## config.mk

```make
export PLATFORM = sky130hd
export DESIGN_NAME = ddr_bus_cmd_addr_decode
export DESIGN_NICKNAME = d
export VERILOG_FILES = /design/src/ddr_bus_cmd_addr_decode.v /design/src/ddr_sync2.v
export VERILOG_INCLUDE_DIRS = /design/src /design/src/src
export SDC_FILE = /design/constraint.sdc
export NUM_CORES = 1
export LEC_CHECK = 0
export BUFFER_PORTS_ARGS = -buffer_cell sky130_fd_sc_hd__buf_2
export CORE_ASPECT_RATIO = 1.2
export CORE_MARGIN = 4
export CORE_UTILIZATION = 45
export DETAILED_ROUTE_END_ITERATION = 12
export GPL_TIMING_DRIVEN = 0
export PLACE_DENSITY = 0.68
export SLEW_MARGIN = 15
export SYNTH_ARGS = -nofsm -noshare
export SYNTH_HDL_FRONTEND = slang
export SYNTH_SLANG_ARGS = --single-unit
```

## constraint.sdc

```tcl
create_clock -name clk -period 9.3 [get_ports clk]
set_input_delay 1.86 -clock clk [delete_from_list [all_inputs] [get_ports clk]]
set_output_delay 1.86 -clock clk [all_outputs]
set_load 0.05 [all_outputs]
```

## src/ddr_cmd_defines.vh

```
// constants for the ddr bus command/address decode block
`ifndef DDR_CMD_DEFINES_VH
`define DDR_CMD_DEFINES_VH
`define CA_BYTES 3'd6
`define CA_DIR_BIT 47
`define CA_SPACE_BIT 46
`define CA_BURST_BIT 45
`define CA_ROW_HI 44
`define CA_ROW_LO 16
`define CA_COL_HI 2
`define CA_COL_LO 0
`define HALF_PAGE_WORDS 4'd8
`define ST_IDLE 3'd0
`define ST_CA 3'd1
`define ST_WAIT 3'd2
`define ST_DATA 3'd3
`define ST_DONE 3'd4
`define LATENCY_CYCLES 8'd6
`endif

```

## src/ddr_bus_cmd_addr_decode.v

```verilog
// device-side command/address capture and read data placement for an 8-bit ddr bus
`timescale 1ns/1ns
`include "ddr_cmd_defines.vh"
module ddr_bus_cmd_addr_decode #(
    parameter LATENCY = 8
) (
    input wire clk,
    input wire rst_n,
    input wire select_n,
    input wire bus_clk,
    input wire [7:0] dq_in,
    output reg [7:0] dq_out,
    output reg dq_oe,
    input wire strobe_mask_line_in,
    output reg strobe_mask_line_out,
    output reg strobe_mask_line_oe,
    input wire need_extra_latency,
    output reg cmd_valid,
    output reg cmd_read,
    output reg cmd_reg_space,
    output reg cmd_linear,
    output reg [31:0] cmd_word_addr,
    output reg access_start,
    output reg [28:0] prefetch_half_page,
    output reg prefetch_req,
    output reg [31:0] data_word_addr,
    output reg data_req,
    input wire [15:0] rd_data,
    output reg [15:0] wr_data,
    output reg [1:0] wr_mask,
    output reg wr_valid,
    output reg txn_end
);
// ==============================================
// reset release and pin synchronisers
reg [1:0] rst_sync_r;
wire rst_n_int = rst_sync_r[1];
always @(posedge clk or negedge rst_n) begin
    if (!rst_n) begin
        rst_sync_r <= 2'b00;
    end else begin
        rst_sync_r <= {rst_sync_r[0], 1'b1};
    end
end
wire [10:0] pins_s;
// select travels inverted so the cleared synchroniser reads as an idle, deselected bus
ddr_sync2 #(.W(11)) u_sync (
    .clk(clk),
    .rst_n(rst_n_int),
    .d({~select_n, bus_clk, strobe_mask_line_in, dq_in}),
    .q(pins_s)
);
wire sel_n_s = ~pins_s[10];
wire ck_s = pins_s[9];
wire mask_s = pins_s[8];
wire [7:0] dq_s = pins_s[7:0];
// ==============================================
// edge detection on the sampled link clock and select
reg ck_d_r;
reg sel_n_d_r;
always @(posedge clk or negedge rst_n_int) begin
    if (!rst_n_int) begin
        ck_d_r <= 1'b0;
        sel_n_d_r <= 1'b1;
    end else begin
        ck_d_r <= ck_s;
        sel_n_d_r <= sel_n_s;
    end
end
wire ck_rise = ck_s & ~ck_d_r;
wire ck_fall = ~ck_s & ck_d_r;
wire ck_edge = ck_rise | ck_fall;
// select falls with the clock idle low
wire sel_start = sel_n_d_r & ~sel_n_s & ~ck_s;
wire sel_end = ~sel_n_d_r & sel_n_s;
// ==============================================
// transaction state machine
reg [2:0] state_r;
reg [2:0] state_nxt;
reg [2:0] byte_cnt_r;
reg [47:0] ca_r;
reg [7:0] lat_cnt_r;
reg byte_b_r;
reg [7:0] byte_a_r;
reg mask_a_r;
reg [2:0] half_cnt_r;
wire [47:0] ca_full = {ca_r[39:0], dq_s};
always @* begin
    state_nxt = state_r;
    case (state_r)
        `ST_IDLE: begin
            if (sel_start) begin
                state_nxt = `ST_CA;
            end
        end
        `ST_CA: begin
            if (ck_edge && byte_cnt_r == `CA_BYTES - 3'd1) begin
                state_nxt = `ST_WAIT;
            end
        end
        `ST_WAIT: begin
            if (lat_cnt_r == 8'd0 && ck_rise) begin
                state_nxt = `ST_DATA;
            end
        end
        `ST_DATA: begin
            state_nxt = `ST_DATA;
        end
        default: begin
            state_nxt = `ST_IDLE;
        end
    endcase
    if (sel_end) begin
        state_nxt = `ST_IDLE;
    end
end
wire in_data = (state_r == `ST_DATA) || (state_r == `ST_WAIT && state_nxt == `ST_DATA);
// latency counts link clock rising edges after the last command byte
// extra latency doubles the wait
localparam [7:0] LAT_BASE = LATENCY[7:0];
wire [7:0] lat_init = need_extra_latency ? {LAT_BASE[6:0], 1'b0} : LAT_BASE;
// read word placed as A/B bytes; byte A is rd_data[15:8] in both register and memory space
wire [7:0] rd_byte_a = rd_data[15:8];
wire [7:0] rd_byte_b = rd_data[7:0];
always @(posedge clk or negedge rst_n_int) begin
    if (!rst_n_int) begin
        state_r <= `ST_IDLE;
        byte_cnt_r <= 3'd0;
        ca_r <= 48'h000000000000;
        lat_cnt_r <= 8'h00;
        half_cnt_r <= 3'd0;
        cmd_valid <= 1'b0;
        cmd_read <= 1'b0;
        cmd_reg_space <= 1'b0;
        cmd_linear <= 1'b0;
        cmd_word_addr <= 32'h00000000;
        access_start <= 1'b0;
        prefetch_half_page <= 29'h00000000;
        prefetch_req <= 1'b0;
        data_word_addr <= 32'h00000000;
        data_req <= 1'b0;
        txn_end <= 1'b0;
    end else begin
        state_r <= state_nxt;
        access_start <= 1'b0;
        prefetch_req <= 1'b0;
        data_req <= 1'b0;
        txn_end <= sel_end & (state_r != `ST_IDLE);
        if (sel_end) begin
            cmd_valid <= 1'b0;
        end
        case (state_r)
            `ST_IDLE: begin
                byte_cnt_r <= 3'd0;
                if (sel_start) begin
                    lat_cnt_r <= lat_init;
                end
            end
            `ST_CA: begin
                if (ck_edge) begin
                    // one byte per edge, most significant first
                    ca_r <= ca_full;
                    byte_cnt_r <= byte_cnt_r + 3'd1;
                    if (byte_cnt_r == 3'd3) begin
                        // half-page address in hand: start the access
                        access_start <= 1'b1;
                        cmd_word_addr[31:3] <= ca_full[28:0];
                    end
                    if (byte_cnt_r == `CA_BYTES - 3'd1) begin
                        cmd_valid <= 1'b1;
                        cmd_read <= ca_full[`CA_DIR_BIT];
                        cmd_reg_space <= ca_full[`CA_SPACE_BIT];
                        cmd_linear <= ca_full[`CA_BURST_BIT];
                        // bits 15..3 dropped as reserved
                        cmd_word_addr <= {ca_full[`CA_ROW_HI:`CA_ROW_LO], ca_full[`CA_COL_HI:`CA_COL_LO]};
                        data_word_addr <= {ca_full[`CA_ROW_HI:`CA_ROW_LO], ca_full[`CA_COL_HI:`CA_COL_LO]};
                        half_cnt_r <= ca_full[`CA_COL_HI:`CA_COL_LO];
                        prefetch_half_page <= ca_full[`CA_ROW_HI:`CA_ROW_LO] + 29'h00000001;
                        prefetch_req <= ca_full[`CA_BURST_BIT];
                    end
                end
            end
            `ST_WAIT: begin
                if (ck_rise && lat_cnt_r != 8'd0) begin
                    lat_cnt_r <= lat_cnt_r - 8'd1;
                end
                if (state_nxt == `ST_DATA) begin
                    data_req <= cmd_read;
                end
            end
            default: begin
            end
        endcase
        // the first data edge is taken while the state still reads ST_WAIT,
        // so the data lanes key on in_data rather than on the state alone
        if (in_data && ck_edge) begin
            if (ck_fall) begin
                data_word_addr <= data_word_addr + 32'h00000001;
                data_req <= cmd_read;
                half_cnt_r <= half_cnt_r + 3'd1;
                if (!cmd_linear) begin
                    data_word_addr[2:0] <= data_word_addr[2:0] + 3'd1;
                    data_word_addr[31:3] <= data_word_addr[31:3];
                end
                // entering a new half-page: fetch the one after it
                if (cmd_linear && half_cnt_r == 3'd7) begin
                    prefetch_half_page <= data_word_addr[31:3] + 29'h00000002;
                    prefetch_req <= 1'b1;
                end
            end
        end
    end
end
// ==============================================
// write lane: byte A waits for its byte B
always @(posedge clk or negedge rst_n_int) begin
    if (!rst_n_int) begin
        byte_a_r <= 8'h00;
        mask_a_r <= 1'b0;
        byte_b_r <= 1'b0;
        wr_data <= 16'h0000;
        wr_mask <= 2'b00;
        wr_valid <= 1'b0;
    end else begin
        wr_valid <= 1'b0;
        if (in_data && ck_edge && !cmd_read) begin
            if (ck_rise) begin
                byte_a_r <= dq_s;
                mask_a_r <= mask_s;
                byte_b_r <= 1'b1;
            end else if (byte_b_r) begin
                // write word only completes on byte B
                wr_data <= {byte_a_r, dq_s};
                wr_mask <= {mask_a_r, mask_s};
                wr_valid <= 1'b1;
                byte_b_r <= 1'b0;
            end
        end
        // a cut frame leaves a lone byte A behind: drop it
        if (sel_end) begin
            byte_b_r <= 1'b0;
        end
    end
end
// ==============================================
// strobe and read data drive
always @(posedge clk or negedge rst_n_int) begin
    if (!rst_n_int) begin
        dq_out <= 8'h00;
        dq_oe <= 1'b0;
        strobe_mask_line_out <= 1'b0;
        strobe_mask_line_oe <= 1'b0;
    end else begin
        if (state_r == `ST_IDLE && sel_start) begin
            // latency indication during command phase
            strobe_mask_line_out <= need_extra_latency;
            strobe_mask_line_oe <= 1'b1;
        end
        // the line is released once the last command byte is in
        if (state_r == `ST_CA && ck_edge && byte_cnt_r == `CA_BYTES - 3'd1) begin
            strobe_mask_line_oe <= 1'b0;
        end
        if (in_data && ck_edge && cmd_read) begin
            // strobe follows clock, byte A high half, byte B low half
            dq_oe <= 1'b1;
            strobe_mask_line_oe <= 1'b1;
            strobe_mask_line_out <= ck_rise;
            dq_out <= ck_rise ? rd_byte_a : rd_byte_b;
        end
        // ending the transaction always releases the bus
        if (sel_end) begin
            dq_oe <= 1'b0;
            strobe_mask_line_oe <= 1'b0;
        end
    end
end
endmodule

```

## src/ddr_sync2.v

```verilog
// two flip-flop synchroniser for a group of pin inputs
`timescale 1ns/1ns
module ddr_sync2 #(
    parameter W = 1
) (
    input wire clk,
    input wire rst_n,
    input wire [W-1:0] d,
    output reg [W-1:0] q
);
reg [W-1:0] meta_r;
always @(posedge clk or negedge rst_n) begin
    if (!rst_n) begin
        meta_r <= {W{1'b0}};
        q <= {W{1'b0}};
    end else begin
        meta_r <= d;
        q <= meta_r;
    end
end
endmodule
```

==> Yosys cells after proc, flatten, opt, wreduce, memory -nomap -nowiden <==
Cells that the tools add are included.
Widths: inputs -> output; s select.
{ "totals": {"regBits": 224, "latchBits": 0, "mem_bits_rw": 0, "romBits": 0, "elab_cells": 157, "n_memories": 0} }
{ "classes": {"addsub": 7, "n_mul": 0, "n_div": 0, "n_lt_le_gt_ge": 0, "eq_ne": 11, "shift": 0, "mux": 62, "n_bitwise": 13, "reduce_logical": 31} }
{ "op_table": {"columns": ["op", "count"], "rows": [
  ["$mux 32", 7],
  ["$mux 29", 7],
  ["$add 32x1->32 const B", 1],
  ["$mux 1", 31],
  ["$mux 3", 10],
  ["$add 29x1->29 const B", 1],
  ["$add 29x2->29 const B", 1],
  ["$mux 8", 3],
  ["$pmux 8 s2", 1],
  ["$eq 3x2->1 const B", 4],
  ["$pmux 3 s4", 1],
  ["$reduce_and 3->1", 4],
  ["$reduce_bool 2->1", 6],
  ["$logic_and 1x1->1", 11],
  ["$add 3x1->3 const B", 3],
  ["$logic_not 8->1", 1],
  ["$reduce_bool 8->1", 1],
  ["$sub 8x1->8 const B", 1],
  ["$and 1x1->1", 6],
  ["$eq 3x3->1 const B", 2],
  ["$not 1->1", 6],
  ["$pmux 3 s2", 1],
  ["$reduce_and 2->1", 3],
  ["$mux 5", 1],
  ["10 further kinds", 11]
]} }

==> Longest topological paths before layout <==
Gate-level depths: netlist of the first run.
{ "logic_depth": {"depth_word": 14, "ltp_mapped": 11, "depth_no_buf": 7} }

==> Cells and area by module <==
From an unflattened synthesis of the first run, not the netlist that was laid out.
{ "unflattened": {"cells_unflattened": 1020, "area_unflattened_um2": 10503.8} }
{ "by_module_without_submodules": {"columns": ["mod", "n_inst", "cells_per_inst", "area_each_um2", "seq_area_each_um2"], "rows": [
  ["ddr_bus_cmd_addr_decode", 1, 998, 9953.3, 5056.1],
  ["ddr_sync2", 1, 22, 550.5, 550.5]
]} }

==> Worst setup path before layout of the first run <==
No wires, ideal clock.
{ "synth_timing": {"kind": "flip-flop to output port", "start": "register data_word_addr[26]", "end": "output port data_word_addr[26]", "arrival_ns": 0.703, "required_time_ns": 7.440, "setup_slack_ns": 6.737, "path_stages_with_launch": 1, "path_buffers": 0, "path_cell_list": "dfrtp_1"} }
{ "synth_lines": {"columns": ["item", "line", "source"], "rows": [
  ["from (decl)", "ddr_bus_cmd_addr_decode.v:26", "output reg [31:0] data_word_addr,"],
  ["from (signal assigned)", "ddr_bus_cmd_addr_decode.v:176", "data_word_addr <= {ca_full[`CA_ROW_HI:`CA_ROW_LO], ca_full[`CA_COL_HI:`CA_COL_LO]};"],
  ["from (signal assigned)", "ddr_bus_cmd_addr_decode.v:198", "data_word_addr <= data_word_addr + 32'h00000001;"],
  ["from (signal assigned)", "ddr_bus_cmd_addr_decode.v:203", "data_word_addr[31:3] <= data_word_addr[31:3];"]
]} }
No word-level cell between the ends.

==> Worst setup path in the final report of the first run <==
{ "layout_timing": {"start": "register data_word_addr[4]", "end": "output port data_word_addr[4]"} }
No word-level cell between the ends.

==> flow_summary.toml, run 1 <==
[global_route]
grt_pass1_wl_mm = 54.16
grt_use_total = 0.2534
grt_max_degree = 60
grt_overflow = 0
grt_antenna_before_repair = 0
grt_pass1_vias = 9445

[timing]
setup_violations = 0
slew_violations = 0
fin_crit_sh = 0.3515
worst_pin_slew_ns = 0.9579
fin_skew_ns = 0.01201
relSlewSlack = 0.3555
finalHoldViolations = 0
fin_crit_ns = 3.269
final.setup.tns_ns = 0
rsz0062_at_grt = "no"
fmax_mhz = 305.9
whs_ns = 0.3472

[critical_path]
critPathLaunchType = "register"
path_depth = 1
reg2reg_to = "prefetch_half_page[19]"
critPathLaunch = "data_word_addr[4]"
crit_slowest_cell = "dfrtp_1"
critPathTopFamily = "flip-flops"
cp-end-kind = "primary output"
r2r_slack_ns = 6.21
r2r_cells = 9
arrival_ns = 1.41
crit_chain = "buf_2"
required_ns = 7.44
critical_path.max_stage_delay_ns = 0.54
crit_buf_inv = 1
reg2reg_from = "u_sync.q[9]"
cp_max_fo = 9
path_class = "reg2out"

[logic_synthesis]
synth_area_sq_um = 11090
syn_avg_cell_area_sq_um = 10.09
syn_nets = 1140
synth_edf_count = 0
synth.ff_latch_count = 224
ys_async_sr_fraction = 1.000
synth_cells = 1099
synth_ff_type = "dfrtp_1"
yosysWarnings = 0
yosysSeqAreaShare = 0.5056
synth.distinct_cells = 78

[die]
die_area_sq_um = 27230
row_count = 62
start_util = 0.4597
num_io_pins = 161
die_y_um = 180.0
core_area_sq_um = 24130
die_w_um = 151.3

[hold_path]
hold_end = "u_sync.q[4]"
worstHoldStart = "u_sync.meta_r[4]"
worstHoldPathType = "reg2reg"
hold_depth = 0

[clock_tree]
cts_made_buffers = 23
post_cts_resize_count = 0
hold_buffers = 0
clockBufferDepth = 3
clkSinkCount = 224
clock_latency_ns = 0.54
postCtsSetupBuffers = 0
cts_tree = "yes"
clkSlewWorstSetupHoldPaths_ns = 0.07
root_buffer = "clkbuf_16"
h-tree-depth = 1

[route]
wl_per_cell_um = 21.06
drtIter0Drc = 757
vias = 9399
vias_per_cell = 5.784
drt-pass1-iter-count = 6
routed_wl_mm = 34.22
drc_errors = 0
postRouteAntennaNets = 0

[layout]
n_antenna_cell = 0
layout.nets = 1329
layout-area-overhead-vs-synth_pct = 19.35
regArea_sq_um = 5610
nFillCells = 2134
multi_input_area_sq_um = 4975
drive_gt1_frac = 0.2460

[placed_design]
gp_congestion = 0.9502
io_buffers = 160
post-dp-hpwl_mm = 25.06

[run_status]
status = "complete, no violations"

[power]
powerDensity_nw_per_um2 = 167.5
p_leak_nw = 6.628
ir_drop_uv = 150.0

[job]
maxCapViolCount = 0
## area by class of cell
type | count | area share
timing repair buffer | 164 | 0.06712
clock buffer | 29 | 0.04821
tap | 320 | 0.03025
inverter | 18 | 0.005105
sequential | 224 | 0.4239
multi-input combinational | 769 | 0.3759
buffer | 88 | 0.03328
clock inverter | 13 | 0.01626
## power breakdown
part           internal (W)  leakage (nW)  total [W]  switching (W)
Clock              0.000631         0.419    0.00104       0.000409
Sequential          0.00100          2.97    0.00104      0.0000335
Combinational     0.0000458          3.24   0.000138      0.0000925
## worst max-delay path by stage
stage,endpoint,slack [ns]
after floorplan,access_start,2.60
after global placement,data_word_addr[28],0.05
after detailed placement,data_word_addr[19],6.28
after CTS,data_word_addr[4],6.03
after global routing,data_word_addr[4],6.01
final,data_word_addr[4],6.03
## through the flow
stage	instance area (sq um)	util	setup WS (ns)	power, W	instances
2_1_floorplan	11090	-	2.597	0.001135	1099
3_3_place_gp	12290	0.5094	0.05278	0.001188	1579
3_5_place_dp	12380	0.5132	6.282	0.001195	1583
4_1_cts	13240	0.5486	6.034	0.002234	1625
5_1_grt	13240	0.5486	6.013	0.002295	1625
6_report	13240	0.5486	6.031	0.002217	1625
## placed cells by master (no fill, tap or decap), drive strengths merged, types with 9 or more instances in the layout
cell	count
inv	20
nand4	19
nand2b	11
a311oi	9
nand3	24
nor4	27
nand2	202
and3	11
ha	11
o21ai	56
clkbuf	69
nor3	32
buf	212
nor2	62
dfrtp	223
a21oi	16
mux2	34
xnor2	23
xor2	22
mux2i	42
a211oi	11
o22ai	39
## kinds of logic after synthesis
group | share of synthesized area
simple gates | 0.2006
flops | 0.5056
compound gates | 0.1239
buf+inv | 0.04581
mux | 0.07548
xor+xnor | 0.03554
fa+ha+maj | 0.01241
other cells | 0.0006772
## routing by layer
metal,routed length (um),track usage,up-vias
met5,0,0,-
met4,1689,0.1110,0
met3,2905,0.05869,106
met2,16220,0.4074,444
met1,13410,0.3254,4557
li1,-,-,4292
## registers in the layout, indices dropped and copies added, names as in the netlist, 2 cells and up
register / count
cmd_word_addr: 32
byte_cnt_r: 3
state_r: 3
wr_mask: 2
wr_data: 16
byte_a_r: 8
lat_cnt_r: 8
data_word_addr: 32
half_cnt_r: 3
u_sync.meta_r: 11
ca_r: 40
u_sync.q: 11
rst_sync_r: 2
prefetch_half_page: 29
dq_out: 8
## cells in the mapped netlist (4+ instances only)
master,number,share of area
dfrtp_1,223,0.50
nand2_1,201,0.068
nor2_1,61,0.021
o21ai_0,54,0.024
mux2i_1,42,0.038
o22ai_1,39,0.022
clkbuf_1,38,0.013
buf_2,32,0.014
nor3_1,28,0.013
mux2_2,25,0.025
nor4_1,23,0.013
xnor2_1,23,0.018
xor2_1,22,0.017
inv_1,18,0.0061
nand3_1,17,0.0077
a21oi_1,16,0.0072
nand4_1,15,0.0085
a211oi_1,11,0.0074
and3_1,11,0.0062
ha_1,11,0.012
nand2b_1,11,0.0062
a311oi_1,9,0.0071
mux2_4,9,0.012
and2_1,8,0.0045
buf_4,8,0.0054
o211ai_1,8,0.0054
o31a_1,8,0.0063
a221o_1,7,0.0063
or3_1,7,0.0039
and4_1,6,0.0047
or4_1,6,0.0041
a21o_1,5,0.0034
a31oi_1,5,0.0028
buf_6,5,0.0051
nand3_2,5,0.0045
nor3b_1,5,0.0034
or2_2,5,0.0028
o311a_1,4,0.0036
o31ai_1,4,0.0027
Note: power is estimated with default switching activity, not from simulation.
==> inputs of run 2 (changes only) <==
--- a/config.mk
+++ b/config.mk
@@ -12,7 +12,7 @@
 export CORE_UTILIZATION = 45
 export DETAILED_ROUTE_END_ITERATION = 12
 export GPL_TIMING_DRIVEN = 0
-export PLACE_DENSITY = 0.68
+export PLACE_DENSITY = 0.71
 export SLEW_MARGIN = 15
 export SYNTH_ARGS = -nofsm -noshare
 export SYNTH_HDL_FRONTEND = slang
==> constraint.sdc (replaced) <==
create_clock -name clk -period 3 [get_ports clk]
set_input_delay 0.6 -clock clk [delete_from_list [all_inputs] [get_ports clk]]
set_output_delay 0.6 -clock clk [all_outputs]
set_load 0.05 [all_outputs]
==> flow_summary.toml, run 2 (synthesis results as in run 1) <==
[run_status]
status = "complete, no violations"

[global_route]
grt_pass1_wl_mm = 53.30
met3_usage = 0.04887
grt_max_degree = 59
use_met2 = 0.4104
grt.busiest_layer = "met2"
grt_antenna_before_repair = 0
globalRouteMet1Util = 0.3250
grt_overflow = 0
grt_use_total = 0.2486
grt_pass1_vias = 9276

[layout]
final_cell_mix = "dfrtp_1, nand2_1, buf_2, nor2_1, o21ai_0"
regArea_sq_um = 5610
largest_reg_flops = 40
n_antenna_cell = 0
final_common_cell = "dfrtp_1"
drive_gt1_frac = 0.2515
nFillCells = 2151
multi_input_area_sq_um = 4975
final_core_util = 0.5532
layout.nets = 1334
layout-area-overhead-vs-synth_pct = 20.35
top_register = "ca_r"
finish.instance_area_sq_um = 13350
largest_registers = "ca_r (40), cmd_word_addr (32), data_word_addr (32)"

[critical_path]
r2r_cells = 9
r2r_slack_ns = 0.17
reg2reg_from = "u_sync.q[9]"
path_depth = 9
cp-end-kind = "register"
critPathLaunchType = "register"
cp_max_fo = 10
critical_path.max_stage_delay_ns = 0.37
crit_buf_inv = 4
critPathTopFamily = "simple AND/OR/NAND/NOR gates"
critical_path.endpoint = "prefetch_half_page[19]"
crit_slowest_cell = "nor3b_1"
path_class = "reg2reg"
reg2reg_to = "prefetch_half_page[19]"
cp_common_cell = "buf_2"
critPathLaunch = "u_sync.q[9]"
crit_chain = "inv_1 > ha_1 > buf_2 > nor4b_4 > nand3_2 > clkbuf_1 > buf_2 > nor3b_1 > o22ai_1"
required_ns = 3.39
arrival_ns = 3.22

[power]
powerDensity_nw_per_um2 = 524.1
p_total_w = 0.006995
ir_drop_uv = 494.6
p_leak_nw = 6.673

[timing]
fin_crit_sh = 0.9441
slew_violations = 0
final.setup.tns_ns = 0
fin_skew_ns = 0.01515
finalHoldViolations = 0
rsz0062_at_grt = "no"
fin_ws_ns = 0.1676
worst_pin_slew_ns = 0.9245
fin_crit_ns = 2.832
fmax_mhz = 353.1
setup_violations = 0
relSlewSlack = 0.3780

[placed_design]
gp_congestion = 0.9381
post-dp-hpwl_mm = 24.92
io_buffers = 160
pre_cts_slack_ns = -0.005602
postPlaceCellArea_sq_um = 12400

[clock_tree]
clkSlewWorstSetupHoldPaths_ns = 0.07
h-tree-depth = 1
clock_latency_ns = 0.54
clkSinkCount = 224
cts_tree = "yes"
cts_made_buffers = 25
clockBufferDepth = 3
root_buffer = "clkbuf_16"

[die]
die_w_um = 151.3
die_y_um = 180.0
start_util = 0.4597
die_area_sq_um = 27230
row_count = 62
core_area_sq_um = 24130
num_io_pins = 161

[route]
drt-pass1-iter-count = 5
postRouteAntennaNets = 0
drtIter0Drc = 692
drc_errors = 0
vias = 9405
wl_per_cell_um = 20.96
vias_per_cell = 5.763
routed_wl_mm = 34.21

[job]
maxCapViolCount = 0

[hold_path]
worstHoldPathType = "reg2async"
run 2: what timing repair did:
item | in CTS | in global routing
endpoints found under the setup margin | 4 | 20
hold endpoints to repair | 2 | 0
pin swaps | 1 | 0
hold buffers | 1 | 0
resized for setup | 0 | 2
setup buffers | 2 | 0
run 2: worst min-delay path by stage:
stage	cells after the start	endpoint	startpoint
6_report	0	byte_a_r[0]	rst_sync_r[1]
5_1_grt	0	byte_a_r[0]	rst_sync_r[1]
4_1_cts	0	byte_a_r[0]	rst_sync_r[1]
3_5_place_dp	0	mask_a_r	rst_sync_r[1]
3_3_place_gp	0	u_sync.q[2]	u_sync.meta_r[2]
2_1_floorplan	0	rst_sync_r[0]	rst_n
run 2: power by group:
group / switching [W] / internal (W) / total (W)
sequential: 0.0000906 / 0.00312 / 0.00321
combinational: 0.000301 / 0.000146 / 0.000448
clock: 0.00133 / 0.00201 / 0.00334
run 2: cell type report:
class	instances	area share
inverter	18	0.005062
clock buffer	26	0.04790
tap	320	0.03000
buffer	88	0.03309
sequential	224	0.4204
clock inverter	20	0.02072
timing repair buffer	167	0.07012
multi-input combinational	769	0.3727
run 2: per-layer routing:
metal  vias up  routed length [um]
met4         0                1364
met3        85                2835
met1      4621               13580
li1       4277                   -
met5         -                   0
met2       422               16430
run 2: through the flow:
stage,hold WS (ns),std cells
after floorplan,0.3044,1099
after global placement,0.3322,1579
after detailed placement,0.1444,1583
after CTS,0.1469,1632
after global routing,0.1455,1632
final,0.1411,1632
run 2: worst register-to-register path: stages (launching register included):
cell and delay [ns]:
dfrtp_1 0.36, inv_1 0.07, ha_1 0.28, buf_2 0.19, nor4b_4 0.34, nand3_2 0.27, clkbuf_1 0.35, buf_2 0.30
nor3b_1 0.37, o22ai_1 0.16
